[config.mk]
export PLATFORM = sky130hd
export DESIGN_NAME = slt_tx_port
export DESIGN_NICKNAME = d
export VERILOG_FILES = /design/src/slt_pkg.sv /design/src/slt_sync2.sv /design/src/slt_gap_chk.sv /design/src/slt_tx_port.sv
export VERILOG_INCLUDE_DIRS = /design/src /design/src/src
export SDC_FILE = /design/constraint.sdc
export NUM_CORES = 1
export LEC_CHECK = 0
export BUFFER_PORTS_ARGS = -buffer_cell sky130_fd_sc_hd__buf_2
export CAP_MARGIN = 10
export CORE_MARGIN = 5
export CORE_UTILIZATION = 46
export CTS_CLUSTER_DIAMETER = 120
export DETAILED_ROUTE_END_ITERATION = 7
export PLACE_DENSITY = 0.77
export SYNTH_ARGS = -nofsm -noshare
export SYNTH_HDL_FRONTEND = slang
export SYNTH_HIERARCHICAL = 1
export SYNTH_SLANG_ARGS = --single-unit
[constraint.sdc]
create_clock -name clock_in -period 8.1 [get_ports clock_in]
set_input_delay 2.025 -clock clock_in [delete_from_list [all_inputs] [get_ports clock_in]]
set_output_delay 2.025 -clock clock_in [all_outputs]
set_load 0.03 [all_outputs]
[src/slt_regs.svh]
/*
 * Register offsets, field positions, reset values and timing counts for
 * the transmit user port of the streaming link.
 * Assumes a 200 MHz core clock and a word-addressed Avalon-MM slave.
 */
`ifndef SLT_REGS_SVH
`define SLT_REGS_SVH

`define SLT_ADDR_W 4
`define SLT_REG_CTRL 4'h0
`define SLT_REG_GAP 4'h1
`define SLT_REG_STATUS 4'h2
`define SLT_REG_ERR 4'h3
`define SLT_REG_SYNC 4'h4
`define SLT_REG_BURSTS 4'h5

`define SLT_CTRL_ADV 0
`define SLT_CTRL_BURST 1
`define SLT_CTRL_ECC 2
`define SLT_CTRL_SOFT_RST 3
`define SLT_CTRL_RESET 4'h2
`define SLT_GAP_RESET 8'h00

`define SLT_ST_LINK_UP 0
`define SLT_ST_USER_RST 1
`define SLT_ST_IFC_RST 2
`define SLT_ST_STAGE_FULL 3
`define SLT_ST_CLK_SEEN 4

`define SLT_ERR_OVF 0
`define SLT_ERR_CORR 1
`define SLT_ERR_UNCORR 2
`define SLT_ERR_GAP 3

`define SLT_SYNC_LAST_POS 8

`define SLT_CLK_PERIOD_PS 5000
`define SLT_RST_SEQ_NS 100
`define SLT_RST_SEQ_CYC ((`SLT_RST_SEQ_NS * 1000 + `SLT_CLK_PERIOD_PS - 1) / `SLT_CLK_PERIOD_PS)
`define SLT_INIT_NS 250
`define SLT_INIT_CYC ((`SLT_INIT_NS * 1000 + `SLT_CLK_PERIOD_PS - 1) / `SLT_CLK_PERIOD_PS)

`endif

[src/slt_pkg.sv]
/*
 * Types shared by the transmit user port: bus request carrier, lane
 * control word and reset sequencer states.
 * Assumes slt_regs.svh is on the include path.
 */
`include "slt_regs.svh"

package slt_pkg;

    typedef struct packed {
        logic read;
        logic write;
        logic [`SLT_ADDR_W-1:0] address;
        logic [31:0] writedata;
    } slt_avm_req_t;

    typedef struct packed {
        logic first;
        logic last;
        logic [7:0] sync;
    } slt_lane_ctl_t;

    typedef enum logic [1:0] {
        SLT_ST_HOLD,
        SLT_ST_SEQ,
        SLT_ST_INIT,
        SLT_ST_UP
    } slt_state_t;

endpackage

[src/slt_sync2.sv]
/*
 * Two-flop synchroniser for pins that arrive from outside the clock.
 * Assumes each bit is an independent level; no bus coherence.
 */
`timescale 1ns/1ps

module slt_sync2 #(
    parameter int W = 1
) (
    input logic clock_in,
    input logic rst_in,
    input logic [W-1:0] d_in,
    output logic [W-1:0] q_out
);

    logic [W-1:0] meta_q;
    logic [W-1:0] stab_q;

    always_ff @(posedge clock_in)
    begin
        if (rst_in)
        begin
            meta_q <= '0;
            stab_q <= '0;
        end
        else
        begin
            meta_q <= d_in;
            stab_q <= meta_q;
        end
    end

    assign q_out = stab_q;

endmodule // slt_sync2

[src/slt_gap_chk.sv]
/*
 * Burst gap checker: counts idle cycles between a burst end and the
 * next burst start and flags a mismatch with the configured gap.
 * Assumes first/last strobes are already qualified by an accepted word.
 */
`timescale 1ns/1ps

module slt_gap_chk #(
    parameter int GAP_W = 8
) (
    input logic clock_in,
    input logic rst_in,
    input logic enable_in,
    input logic first_in,
    input logic last_in,
    input logic [GAP_W-1:0] gap_cfg_in,
    output logic gap_err_out
);

    logic in_gap_q;
    logic [GAP_W:0] cnt_q;
    logic err_q;
    wire cnt_max = &cnt_q;
    // one spare bit so a saturated count can never match the setting
    wire mismatch = cnt_q != {1'b0, gap_cfg_in};

    always_ff @(posedge clock_in)
    begin
        if (rst_in || !enable_in)
        begin
            in_gap_q <= 1'b0;
            cnt_q <= '0;
            err_q <= 1'b0;
        end
        else
        begin
            err_q <= first_in && in_gap_q && mismatch;
            if (last_in)
                cnt_q <= '0;
            else if (in_gap_q && !cnt_max)
                cnt_q <= cnt_q + 1'b1;
            if (last_in)
                in_gap_q <= 1'b1;
            else if (first_in)
                in_gap_q <= 1'b0;
        end
    end

    assign gap_err_out = err_q;
endmodule // slt_gap_chk

[src/slt_tx_port.sv]
/*
 * Transmit user port of a multi-lane streaming link: reset sequencing,
 * exported clocks, one-word adaptation stage toward the lane framer,
 * sync tag capture, error flags and an Avalon-MM register slave.
 * Assumes user data is presented on clock_in and that the lane framer
 * drains the stage with lane_ready_in.
 */
`timescale 1ns/1ps
`include "slt_regs.svh"

module slt_tx_port #(
    parameter int LANES = 1,
    parameter int SEQ_CYC = `SLT_RST_SEQ_CYC,
    parameter int INIT_CYC = `SLT_INIT_CYC,
    parameter int GAP_W = 8
) (
    input logic clock_in,
    input logic rst_in,
    input logic core_rst_in,
    input slt_pkg::slt_avm_req_t avm_in,
    output logic [31:0] avm_readdata_out,
    output logic avm_waitrequest_out,
    input logic user_clk_tx_in,
    output logic user_clk_tx_out,
    output logic user_clk_tx_oe_n_out,
    input logic user_rst_tx_in,
    output logic user_rst_tx_out,
    output logic user_rst_tx_oe_n_out,
    output logic ifc_rst_tx_out,
    output logic link_up_tx_out,
    input logic [64*LANES-1:0] tx_data_in,
    input logic [7:0] tx_sync_in,
    input logic tx_valid_in,
    input logic tx_burst_first_in,
    input logic tx_burst_last_in,
    input logic seu_corr_in,
    input logic seu_uncorr_in,
    output logic [3:0] error_tx_out,
    input logic lane_ready_in,
    output logic lane_valid_out,
    output logic [64*LANES-1:0] lane_data_out,
    output slt_pkg::slt_lane_ctl_t lane_ctl_out,
    output logic user_clk_rx_out,
    output logic user_rst_rx_out,
    output logic ifc_clk_rx_out,
    output logic ifc_rst_rx_out
);
    import slt_pkg::*;

    localparam logic [15:0] SEQ_LAST = 16'(SEQ_CYC - 1);
    localparam logic [15:0] INIT_LAST = 16'(INIT_CYC - 1);
    localparam int SEQ_LO = SEQ_CYC + 1;

    // ************************************************************
    // pin synchronisers
    // ************************************************************
    logic [2:0] pin_s;
    logic usr_clk_s_q;
    logic [3:0] ctrl_q;

    slt_sync2 #(.W(3)) u_pin_sync (
        .clock_in(clock_in),
        .rst_in(rst_in),
        .d_in({core_rst_in, user_clk_tx_in, user_rst_tx_in}),
        .q_out(pin_s)
    );

    wire ctrl_adv = ctrl_q[`SLT_CTRL_ADV];
    wire ctrl_burst = ctrl_q[`SLT_CTRL_BURST];
    wire ctrl_ecc = ctrl_q[`SLT_CTRL_ECC];
    wire master_rst = pin_s[2] | ctrl_q[`SLT_CTRL_SOFT_RST];
    wire usr_rst_adv = ctrl_adv & pin_s[0];
    wire usr_clk_edge = ctrl_adv & (pin_s[1] ^ usr_clk_s_q);
    // CTRL, GAP and ERR registers survive a master reset so software can still see state
    wire mac_rst = rst_in | master_rst;
    wire stage_rst = mac_rst | usr_rst_adv;

    // ************************************************************
    // reset sequencer
    // ************************************************************
    slt_state_t state_q;
    slt_state_t state_d;
    logic [15:0] cnt_q;
    logic [15:0] cnt_d;
    logic busy_q;

    always_comb
    begin
        state_d = state_q;
        cnt_d = cnt_q;
        case (state_q)
            SLT_ST_HOLD:
            begin
                cnt_d = '0;
                state_d = SLT_ST_SEQ;
            end
            SLT_ST_SEQ:
            begin
                cnt_d = cnt_q + 16'h0001;
                if (cnt_q == SEQ_LAST)
                begin
                    cnt_d = '0;
                    state_d = SLT_ST_INIT;
                end
            end
            SLT_ST_INIT:
            begin
                cnt_d = cnt_q + 16'h0001;
                if (usr_rst_adv)
                    cnt_d = '0;
                else if (cnt_q == INIT_LAST)
                begin
                    cnt_d = '0;
                    state_d = SLT_ST_UP;
                end
            end
            SLT_ST_UP:
            begin
                if (usr_rst_adv)
                    state_d = SLT_ST_INIT;
            end
            default:
            begin
                state_d = SLT_ST_HOLD;
                cnt_d = '0;
            end
        endcase
        if (master_rst)
        begin
            state_d = SLT_ST_HOLD;
            cnt_d = '0;
        end
    end

    wire busy_d = (state_d == SLT_ST_HOLD) || (state_d == SLT_ST_SEQ);
    wire up_d = state_d == SLT_ST_UP;

    always_ff @(posedge clock_in)
    begin
        if (rst_in)
        begin
            state_q <= SLT_ST_HOLD;
            cnt_q <= '0;
            busy_q <= 1'b1;
        end
        else
        begin
            state_q <= state_d;
            cnt_q <= cnt_d;
            busy_q <= busy_d;
        end
    end

    // ************************************************************
    // exported resets and link ready
    // ************************************************************
    always_ff @(posedge clock_in)
    begin
        if (rst_in)
        begin
            user_rst_tx_out <= 1'b1;
            user_rst_tx_oe_n_out <= 1'b0;
            ifc_rst_tx_out <= 1'b1;
            user_rst_rx_out <= 1'b1;
            ifc_rst_rx_out <= 1'b1;
            link_up_tx_out <= 1'b0;
        end
        else
        begin
            user_rst_tx_out <= busy_d & ~ctrl_adv;
            user_rst_tx_oe_n_out <= ctrl_adv;
            ifc_rst_tx_out <= busy_d | ~ctrl_adv;
            user_rst_rx_out <= busy_d | ctrl_adv;
            ifc_rst_rx_out <= busy_d | ~ctrl_adv;
            link_up_tx_out <= up_d;
        end
    end

    // ************************************************************
    // clock unit: only rst_in touches it, a master reset does not
    // ************************************************************
    always_ff @(posedge clock_in)
    begin
        if (rst_in)
        begin
            user_clk_tx_out <= 1'b0;
            user_clk_tx_oe_n_out <= 1'b0;
            user_clk_rx_out <= 1'b0;
            ifc_clk_rx_out <= 1'b0;
        end
        else
        begin
            user_clk_tx_out <= ~ctrl_adv & ~user_clk_tx_out;
            user_clk_tx_oe_n_out <= ctrl_adv;
            user_clk_rx_out <= ~ctrl_adv & ~user_clk_rx_out;
            ifc_clk_rx_out <= ctrl_adv & ~ifc_clk_rx_out;
        end
    end

    // ************************************************************
    // adaptation stage
    // ************************************************************
    // a single word of slack: the framer must drain it every cycle
    // in which new data arrives, otherwise the new word is lost
    logic stage_full_q;
    logic [7:0] sync_first_q;
    logic [7:0] sync_last_q;
    logic [15:0] burst_cnt_q;
    logic clk_seen_q;

    wire offered = tx_valid_in & link_up_tx_out;
    wire accept = offered & (~stage_full_q | lane_ready_in);
    wire overflow = offered & stage_full_q & ~lane_ready_in;
    wire acc_first = accept & tx_burst_first_in;
    wire acc_last = accept & tx_burst_last_in;
    wire tag_cycle = acc_first | acc_last;
    wire stage_full_d = accept | (stage_full_q & ~lane_ready_in);

    always_ff @(posedge clock_in)
    begin
        if (stage_rst)
            stage_full_q <= 1'b0;
        else
            stage_full_q <= stage_full_d;
    end

    always_ff @(posedge clock_in)
    begin
        if (accept)
        begin
            lane_data_out <= tx_data_in;
            lane_ctl_out.first <= tx_burst_first_in;
            lane_ctl_out.last <= tx_burst_last_in;
            lane_ctl_out.sync <= tag_cycle ? tx_sync_in : 8'h00;
        end
        else if (rst_in)
        begin
            lane_data_out <= '0;
            lane_ctl_out <= '0;
        end
    end

    assign lane_valid_out = stage_full_q;

    always_ff @(posedge clock_in)
    begin
        if (mac_rst)
        begin
            sync_first_q <= 8'h00;
            sync_last_q <= 8'h00;
            burst_cnt_q <= 16'h0000;
            clk_seen_q <= 1'b0;
            usr_clk_s_q <= 1'b0;
        end
        else
        begin
            if (acc_first)
                sync_first_q <= tx_sync_in;
            if (acc_last)
                sync_last_q <= tx_sync_in;
            if (acc_first)
                burst_cnt_q <= burst_cnt_q + 16'h0001;
            clk_seen_q <= clk_seen_q | usr_clk_edge;
            usr_clk_s_q <= pin_s[1];
        end
    end

    // ************************************************************
    // error flags
    // ************************************************************
    logic [GAP_W-1:0] gap_q;
    logic gap_err;
    logic [3:0] err_now;
    logic [3:0] err_sticky_q;
    logic [3:0] err_clr;

    slt_gap_chk #(.GAP_W(GAP_W)) u_gap_chk (
        .clock_in(clock_in),
        .rst_in(mac_rst),
        .enable_in(ctrl_burst & link_up_tx_out),
        .first_in(acc_first),
        .last_in(acc_last),
        .gap_cfg_in(gap_q),
        .gap_err_out(gap_err)
    );

    assign err_now[`SLT_ERR_OVF] = overflow;
    assign err_now[`SLT_ERR_CORR] = ctrl_ecc & seu_corr_in;
    assign err_now[`SLT_ERR_UNCORR] = ctrl_ecc & seu_uncorr_in;
    assign err_now[`SLT_ERR_GAP] = gap_err;

    always_ff @(posedge clock_in)
    begin
        if (rst_in)
        begin
            error_tx_out <= 4'h0;
            err_sticky_q <= 4'h0;
        end
        else
        begin
            error_tx_out <= err_now;
            // a new event in the clear cycle stays set
            err_sticky_q <= err_now | (err_sticky_q & ~err_clr);
        end
    end

    // ************************************************************
    // Avalon-MM slave: one wait state on every access
    // ************************************************************
    logic [31:0] rd_mux;

    wire req = avm_in.read | avm_in.write;
    wire take = req & avm_waitrequest_out;
    wire wr_done = avm_in.write & ~avm_waitrequest_out;
    wire sel_ctrl = avm_in.address == `SLT_REG_CTRL;
    wire sel_gap = avm_in.address == `SLT_REG_GAP;
    wire sel_status = avm_in.address == `SLT_REG_STATUS;
    wire sel_err = avm_in.address == `SLT_REG_ERR;
    wire sel_sync = avm_in.address == `SLT_REG_SYNC;
    wire sel_bursts = avm_in.address == `SLT_REG_BURSTS;
    wire [31:0] status_w = (32'(link_up_tx_out) << `SLT_ST_LINK_UP)
        | (32'(user_rst_tx_out) << `SLT_ST_USER_RST)
        | (32'(ifc_rst_tx_out) << `SLT_ST_IFC_RST)
        | (32'(stage_full_q) << `SLT_ST_STAGE_FULL)
        | (32'(clk_seen_q) << `SLT_ST_CLK_SEEN);
    wire [31:0] sync_w = (32'(sync_last_q) << `SLT_SYNC_LAST_POS)
        | 32'(sync_first_q);

    assign err_clr = (wr_done && sel_err) ? avm_in.writedata[3:0] : 4'h0;
    assign rd_mux = sel_ctrl ? 32'(ctrl_q)
        : sel_gap ? 32'(gap_q)
        : sel_status ? status_w
        : sel_err ? 32'(err_sticky_q)
        : sel_sync ? sync_w
        : sel_bursts ? 32'(burst_cnt_q)
        : 32'h0000_0000;

    always_ff @(posedge clock_in)
    begin
        if (rst_in)
        begin
            avm_waitrequest_out <= 1'b1;
            avm_readdata_out <= 32'h0000_0000;
        end
        else
        begin
            avm_waitrequest_out <= ~take;
            if (take && avm_in.read)
                avm_readdata_out <= rd_mux;
        end
    end

    always_ff @(posedge clock_in)
    begin
        if (rst_in)
        begin
            ctrl_q <= `SLT_CTRL_RESET;
            gap_q <= GAP_W'(`SLT_GAP_RESET);
        end
        else if (wr_done)
        begin
            if (sel_ctrl)
                ctrl_q <= avm_in.writedata[3:0];
            if (sel_gap)
                gap_q <= avm_in.writedata[GAP_W-1:0];
        end
    end
endmodule // slt_tx_port

==> results of run 1 <==
critical path: stages:
cell and delay (ns):
buf_2 0.07, nand2_1 0.23, nor2_4 0.92, nand2_1 0.49
inv_1 0.50, nor2_1 0.27, nor2b_1 0.17
metal layers:
layer / global-route usage, % / up-vias / part of all wire [%]
met5: 0 / - / 0.037
met3: 5.18 / 23 / 8.2
li1: - / 2945 / -
met4: 4.90 / 2 / 1.3
met2: 31.3 / 214 / 48
met1: 23.8 / 2814 / 43
where the power goes:
part	internal, W	switching (W)	leakage (nW)
Combinational	0.0000486	0.000120	2.04
Clock	0.000504	0.000397	0.312
Sequential	0.00101	0.00000928	1.63
through the flow:
step	util, %	instance area (um2)	power [W]
final	57.7	9610	0.00209
after global routing	57.7	9610	0.00216
after CTS	57.7	9610	0.00210
after detailed placement	53.9	8960	0.00121
after global placement	53.9	8960	0.00121
after floorplan	-	7910	0.00116
final cells by class:
class | instances | share of cell area, %
clock buffers | 17 | 4.43
multi-input cells | 500 | 31.9
clock inverters | 15 | 2.28
inverters | 16 | 0.625
flip-flops and latches | 189 | 47.1
repair buffers | 205 | 10.8
well taps | 220 | 2.87
kinds of logic (layout without fill, tap and decap cells):
family          Yosys count  in the layout  synth area share (%)
flops                   189            189                  57.6
xor+xnor                 29             29                  3.23
simple gates            321            321                  21.8
buf+inv                  67            253                  4.32
fa+ha+maj                11             11                  1.75
compound gates          102            102                  8.55
mux                      21             21                  2.69
other cells               1             16                0.0477
flip-flops by register name (all words and copies together), names as in the netlist, 2 cells and up:
name and flops:
gap_q 8, cnt_q 16, lane_data_out 64, burst_cnt_q 16, ctrl_q 4, u_pin_sync/q_out 3
state_q 2, avm_readdata_out 16, sync_last_q 8, error_tx_out 4, u_pin_sync/meta_q 3, u_gap_chk/cnt_q 9
lane_ctl_out 10, sync_first_q 8, err_sticky_q 4
worst max path at each step:
stage	cells past startpoint	slack, ns	end
after floorplan	2	0.04	lane_ctl_out[0]$_SDFFCE_PN0P_
after global placement	7	3.22	lane_ctl_out[0]$_SDFFCE_PN0P_
after detailed placement	7	3.20	lane_ctl_out[0]$_SDFFCE_PN0P_
after CTS	7	3.66	lane_ctl_out[7]$_SDFFCE_PN0P_
after global routing	7	3.33	lane_ctl_out[4]$_SDFFCE_PN0P_
final	7	3.70	lane_ctl_out[7]$_SDFFCE_PN0P_
placed cells by master, fill, tap and decap left out, types with 5 or more instances in the layout:
| cell type | Yosys | layout |
|---|---|---|
| or3_1 | 6 | 6 |
| nand3_1 | 15 | 15 |
| nand4_1 | 10 | 10 |
| dfxtp_1 | 115 | 115 |
| a221oi_1 | 13 | 13 |
| xor2_1 | 24 | 24 |
| conb_1 | 1 | 16 |
| buf_2 | 4 | 202 |
| o211ai_1 | 5 | 5 |
| a21oi_1 | 41 | 41 |
| clkbuf_16 | 0 | 17 |
| nand2_1 | 73 | 73 |
| nor3_1 | 18 | 18 |
| or4_1 | 7 | 7 |
| mux2i_1 | 20 | 20 |
| edfxtp_1 | 74 | 74 |
| inv_1 | 15 | 15 |
| and3_1 | 7 | 7 |
| xnor2_1 | 5 | 5 |
| nor2b_1 | 24 | 24 |
| nor2_1 | 59 | 58 |
| and2_1 | 70 | 70 |
| ha_1 | 11 | 11 |
| o21ai_0 | 15 | 14 |
==> results.yml, run 1 <==
floorplan:
  row_count: 47
  initial_core_util_pct: 47.2
  die_area_mm2: 0.0198
  dieHeight_um: 141
  io_pins: 243
  core_area_mm2: 0.0166
  die_w_um: 141
clock_tree:
  cts_root_buf: "clkbuf_16"
  clk_latency_ns: 0.43
  postCtsHoldBufs: 0
  tritoncts: "yes"
  clk_pin_slew_ns: 0.08
  cts_made_buffers: 17
  cts_max_level: 4
  clockBufferDepth: 2
  clkSinkCount: 189
  cts-resized-gates: 0
  cts_setup_buffers: 0
place:
  dpl_worst_slack_ns: 3.20
  io_buffers: 202
  gp_congestion: 0.835
  dp_hpwl_um: 13700
  placed_cells: 1130
grt:
  grt_overflow: 0
  grt_max_degree: 75
  grt_pass1_wl_um: 29700
  antenna_found_initial: 1
  grt_pass1_vias: 5718
  grt_use_total_pct: 18.6
timing:
  layout_setup_ws_ns: 3.70
  max_slew_margin_pct: 27.6
  setup_viol: 0
  tightestPinTransition_ns: 1.08
  fin_skew_ns: 0.0131
  timing.setup.tns_ns: 0
  max_clock_freq_mhz: 227
  hold_viol_final: 0
  fin_crit_sh_pct: 54.4
  finalMaxSlewViolations: 0
  min_period_ns: 4.40
  rsz0062_at_grt: "no"
  whs_ns: 0.416
power_and_ir_drop:
  ir_worst_vdd_mv: 0.155
  power_density_mw_per_mm2: 218
  total_leakage_power_nw: 3.98
layout:
  fillCellCount: 1452
  fin_nets: 1061
  final-instance-count-excl-fill: 1162
  area_growth_pct: 22.3
  seqCellArea_mm2: 0.00452
  drive_gt1_share_pct: 26.5
  multiInputGateArea_mm2: 0.00307
  num_antenna_cells: 0
worst_setup_path:
  rrSetupSlack_ns: 4.82
  startpoint_type: "primary input"
  worstReg2RegEnd: "lane_ctl_out[7]$_SDFFCE_PN0P_"
  cp-end-kind: "register"
  crit_fanout: 66
  regToRegStartpoint: "link_up_tx_out$_SDFF_PP0_"
  cp-startpoint: "tx_valid_in"
  reg2regPathDepth: 6
  cp_data_arrival_time_ns: 4.69
  required_ns: 8.39
  critical_path_class: "in -> reg"
synthesis:
  syn-instance-count: 741
  synthTopCellsByCount: "dfxtp_1, edfxtp_1, nand2_1, and2_1, nor2_1"
  synth_warnings: 6
  synthDistinctLibCells: 60
  synth_top_flop_cell: "dfxtp_1"
  async_flop_share_pct: 0
  synth-seq-cells: 189
  syn_area_per_cell_um2: 10.6
  synth_edf_count: 74
  yosysTopAreaCell: "dfxtp_1"
  synthTopCellsByArea: "dfxtp_1, edfxtp_1, and2_1, nand2_1, nor2_1"
  synth_top_cell_area_share_pct: 29.3
  synth.cell_area_mm2: 0.00786
  synth_most_common_cell: "dfxtp_1"
  ys_seq_area_share_pct: 57.6
job:
  maxCapViolCount: 0
detailed_routing:
  vias_per_cell: 5.16
  vias: 5998
  dr.first_iter.drc_count: 359
  drtAntennaViolNets: 0
  drc: 0
  wl_um: 18900
  drtPass1Iterations: 5
  drt-wirelength-per-cell_um: 16.2
min_path:
  worst_hold_path.num_cells: 1
  whs_endpoint: "user_clk_rx_out$_SDFF_PP0_"
  hold_path.class: "reg -> reg"
  worstHoldStart: "user_clk_rx_out$_SDFF_PP0_"
outcome:
  status: "finished clean"
Power figures use the tool's default switching activity.
==> inputs of run 2 (changes only) <==
==> constraint.sdc (replaced) <==
create_clock -name clock_in -period 3.82 [get_ports clock_in]
set_input_delay 0.955 -clock clock_in [delete_from_list [all_inputs] [get_ports clock_in]]
set_output_delay 0.955 -clock clock_in [all_outputs]
set_load 0.03 [all_outputs]
==> run 2 against run 1 <==
- clock power increased by 93%
- register-to-register slack got worse by 3.3 ns
- hold slack improved by 0.0017 ns
- total power increased by 100%
- non-clock buffer count increased by 10
- sequential power increased by 110%
- count of clock-buffer cells in the layout increased by 1
- global-route usage increased by 0.78 points
- worst setup slack got worse by 2.3 ns
- critical path depth unchanged
- largest cell class unchanged
- largest power group unchanged
==> results.yml, run 2 (synthesis results as in run 1) <==
power_and_ir_drop:
  internal_power_w: 0.00318
  comb_power_share_pct: 8.5
  pwr-share-clk_pct: 40.7
  total_leakage_power_nw: 4.00
  seq_power_share_pct: 50.8
  ir_worst_vdd_mv: 0.336
  power_switching_share_pct: 25.5
  power_density_mw_per_mm2: 443
  switchingPower_w: 0.00109
floorplan:
  die_area_mm2: 0.0198
  initial_core_util_pct: 47.2
  row_count: 47
  core_area_mm2: 0.0166
  die_w_um: 141
  io_pins: 243
  dieHeight_um: 141
timing:
  fin_crit_sh_pct: 63.2
  fin_skew_ns: 0.0110
  hold_viol_final: 0
  min_period_ns: 2.41
  timing.setup.tns_ns: 0
  tightestPinTransition_ns: 0.877
  max_slew_margin_pct: 41.3
  layout_setup_ws_ns: 1.41
  finalMaxSlewViolations: 0
  max_clock_freq_mhz: 414
  setup_viol: 0
  rsz0062_at_grt: "no"
grt:
  grt_overflow: 0
  grt_max_degree: 65
  grt_pass1_vias: 5797
  antenna_found_initial: 1
  grt_pass1_wl_um: 30600
  grt_use_total_pct: 19.4
worst_setup_path:
  startpoint_type: "primary input"
  crit_fanout: 11
  critical_path_class: "in -> reg"
  required_ns: 4.18
  cp-end-kind: "register"
  cp_data_arrival_time_ns: 2.77
detailed_routing:
  dr.first_iter.drc_count: 373
  drtAntennaViolNets: 0
  drtPass1Iterations: 4
  vias_per_cell: 5.16
  drc: 0
  vias: 6046
  drt-wirelength-per-cell_um: 16.5
  wl_um: 19400
layout:
  fillCellCount: 1424
  mostFrequentLayoutCells: "buf_2, dfxtp_1, edfxtp_1"
  top_register: "lane_data_out"
  drive_gt1_share_pct: 27.1
  largest_register_ffs: 64
  fin_nets: 1071
  fin_area_mm2: 0.00963
  area_growth_pct: 22.5
  final_common_cell: "buf_2"
clock_tree:
  clk_latency_ns: 0.43
  clkSinkCount: 189
  postCtsHoldBufs: 0
  cts_setup_buffers: 0
  tritoncts: "yes"
  clockBufferDepth: 2
  clk_pin_slew_ns: 0.07
  cts_max_level: 4
  cts-resized-gates: 0
  cts_root_buf: "clkbuf_16"
  cts_made_buffers: 17
place:
  io_buffers: 202
  dp_hpwl_um: 14400
  gp_congestion: 0.848
  dpl_worst_slack_ns: 0.964
  place_area_mm2: 0.00905
outcome:
  status: "finished clean"
job:
  maxCapViolCount: 0
min_path:
  hold_path.class: "reg -> reg"
run 2: layout make-up:
type	instances	area (um2)	share of cell area [%]
inverters	16	60.1	0.624
clock inverters	13	146	1.52
clock buffers	18	429	4.46
multi-input cells	500	3070	31.9
flip-flops and latches	189	4520	47.0
diodes	1	2.50	0.0260
well taps	220	275	2.86
repair buffers	215	1120	11.6
run 2: power groups by stage:
stage,Clock [W],Combinational [W],Sequential [W]
2_1_floorplan,0,0.000120,0.00233
6_report,0.00174,0.000362,0.00217
3_3_place_gp,0,0.000363,0.00221
4_1_cts,0.00177,0.000366,0.00217
3_5_place_dp,0,0.000365,0.00221
5_1_grt,0.00185,0.000388,0.00217
run 2: stage by stage:
stage	std cells	hold slack [ns]	util (%)	total power [W]
2_1_floorplan	756	0.414	-	0.00245
3_3_place_gp	1140	0.396	54.4	0.00257
3_5_place_dp	1140	0.398	54.4	0.00258
4_1_cts	1171	0.417	57.8	0.00430
5_1_grt	1172	0.425	57.9	0.00442
6_report	1172	0.418	57.9	0.00427
run 2: worst paths after layout:
kind                                   start                              end  slack [ns]  cells past startpoint
setup / recovery               lane_ready_in  u_gap_chk/cnt_q[4]$_SDFFE_PP0P_        1.41                      7
hold / removal    user_clk_tx_out$_SDFF_PP0_       user_clk_tx_out$_SDFF_PP0_        0.42                      1
setup reg to reg   link_up_tx_out$_SDFF_PP0_     burst_cnt_q[15]$_SDFFE_PP0P_        1.57                      5
hold reg to reg   user_clk_tx_out$_SDFF_PP0_       user_clk_tx_out$_SDFF_PP0_        0.42                      1
run 2: routing by layer:
metal  up-vias  wire (um)  GRT usage [%]
met5         -          0              0
met4         0        303           6.02
met3        21       1670           5.08
met2       244       9280           32.7
met1      2808       8120           24.5
li1       2973          -              -
run 2: worst max-delay path, cell delays in order:
cell,delay [ns]
buf_2,0.11
and2b_1,0.37
nor2_4,0.07
nand2_1,0.10
clkinv_1,0.28
or3b_2,0.69
a21oi_1,0.18
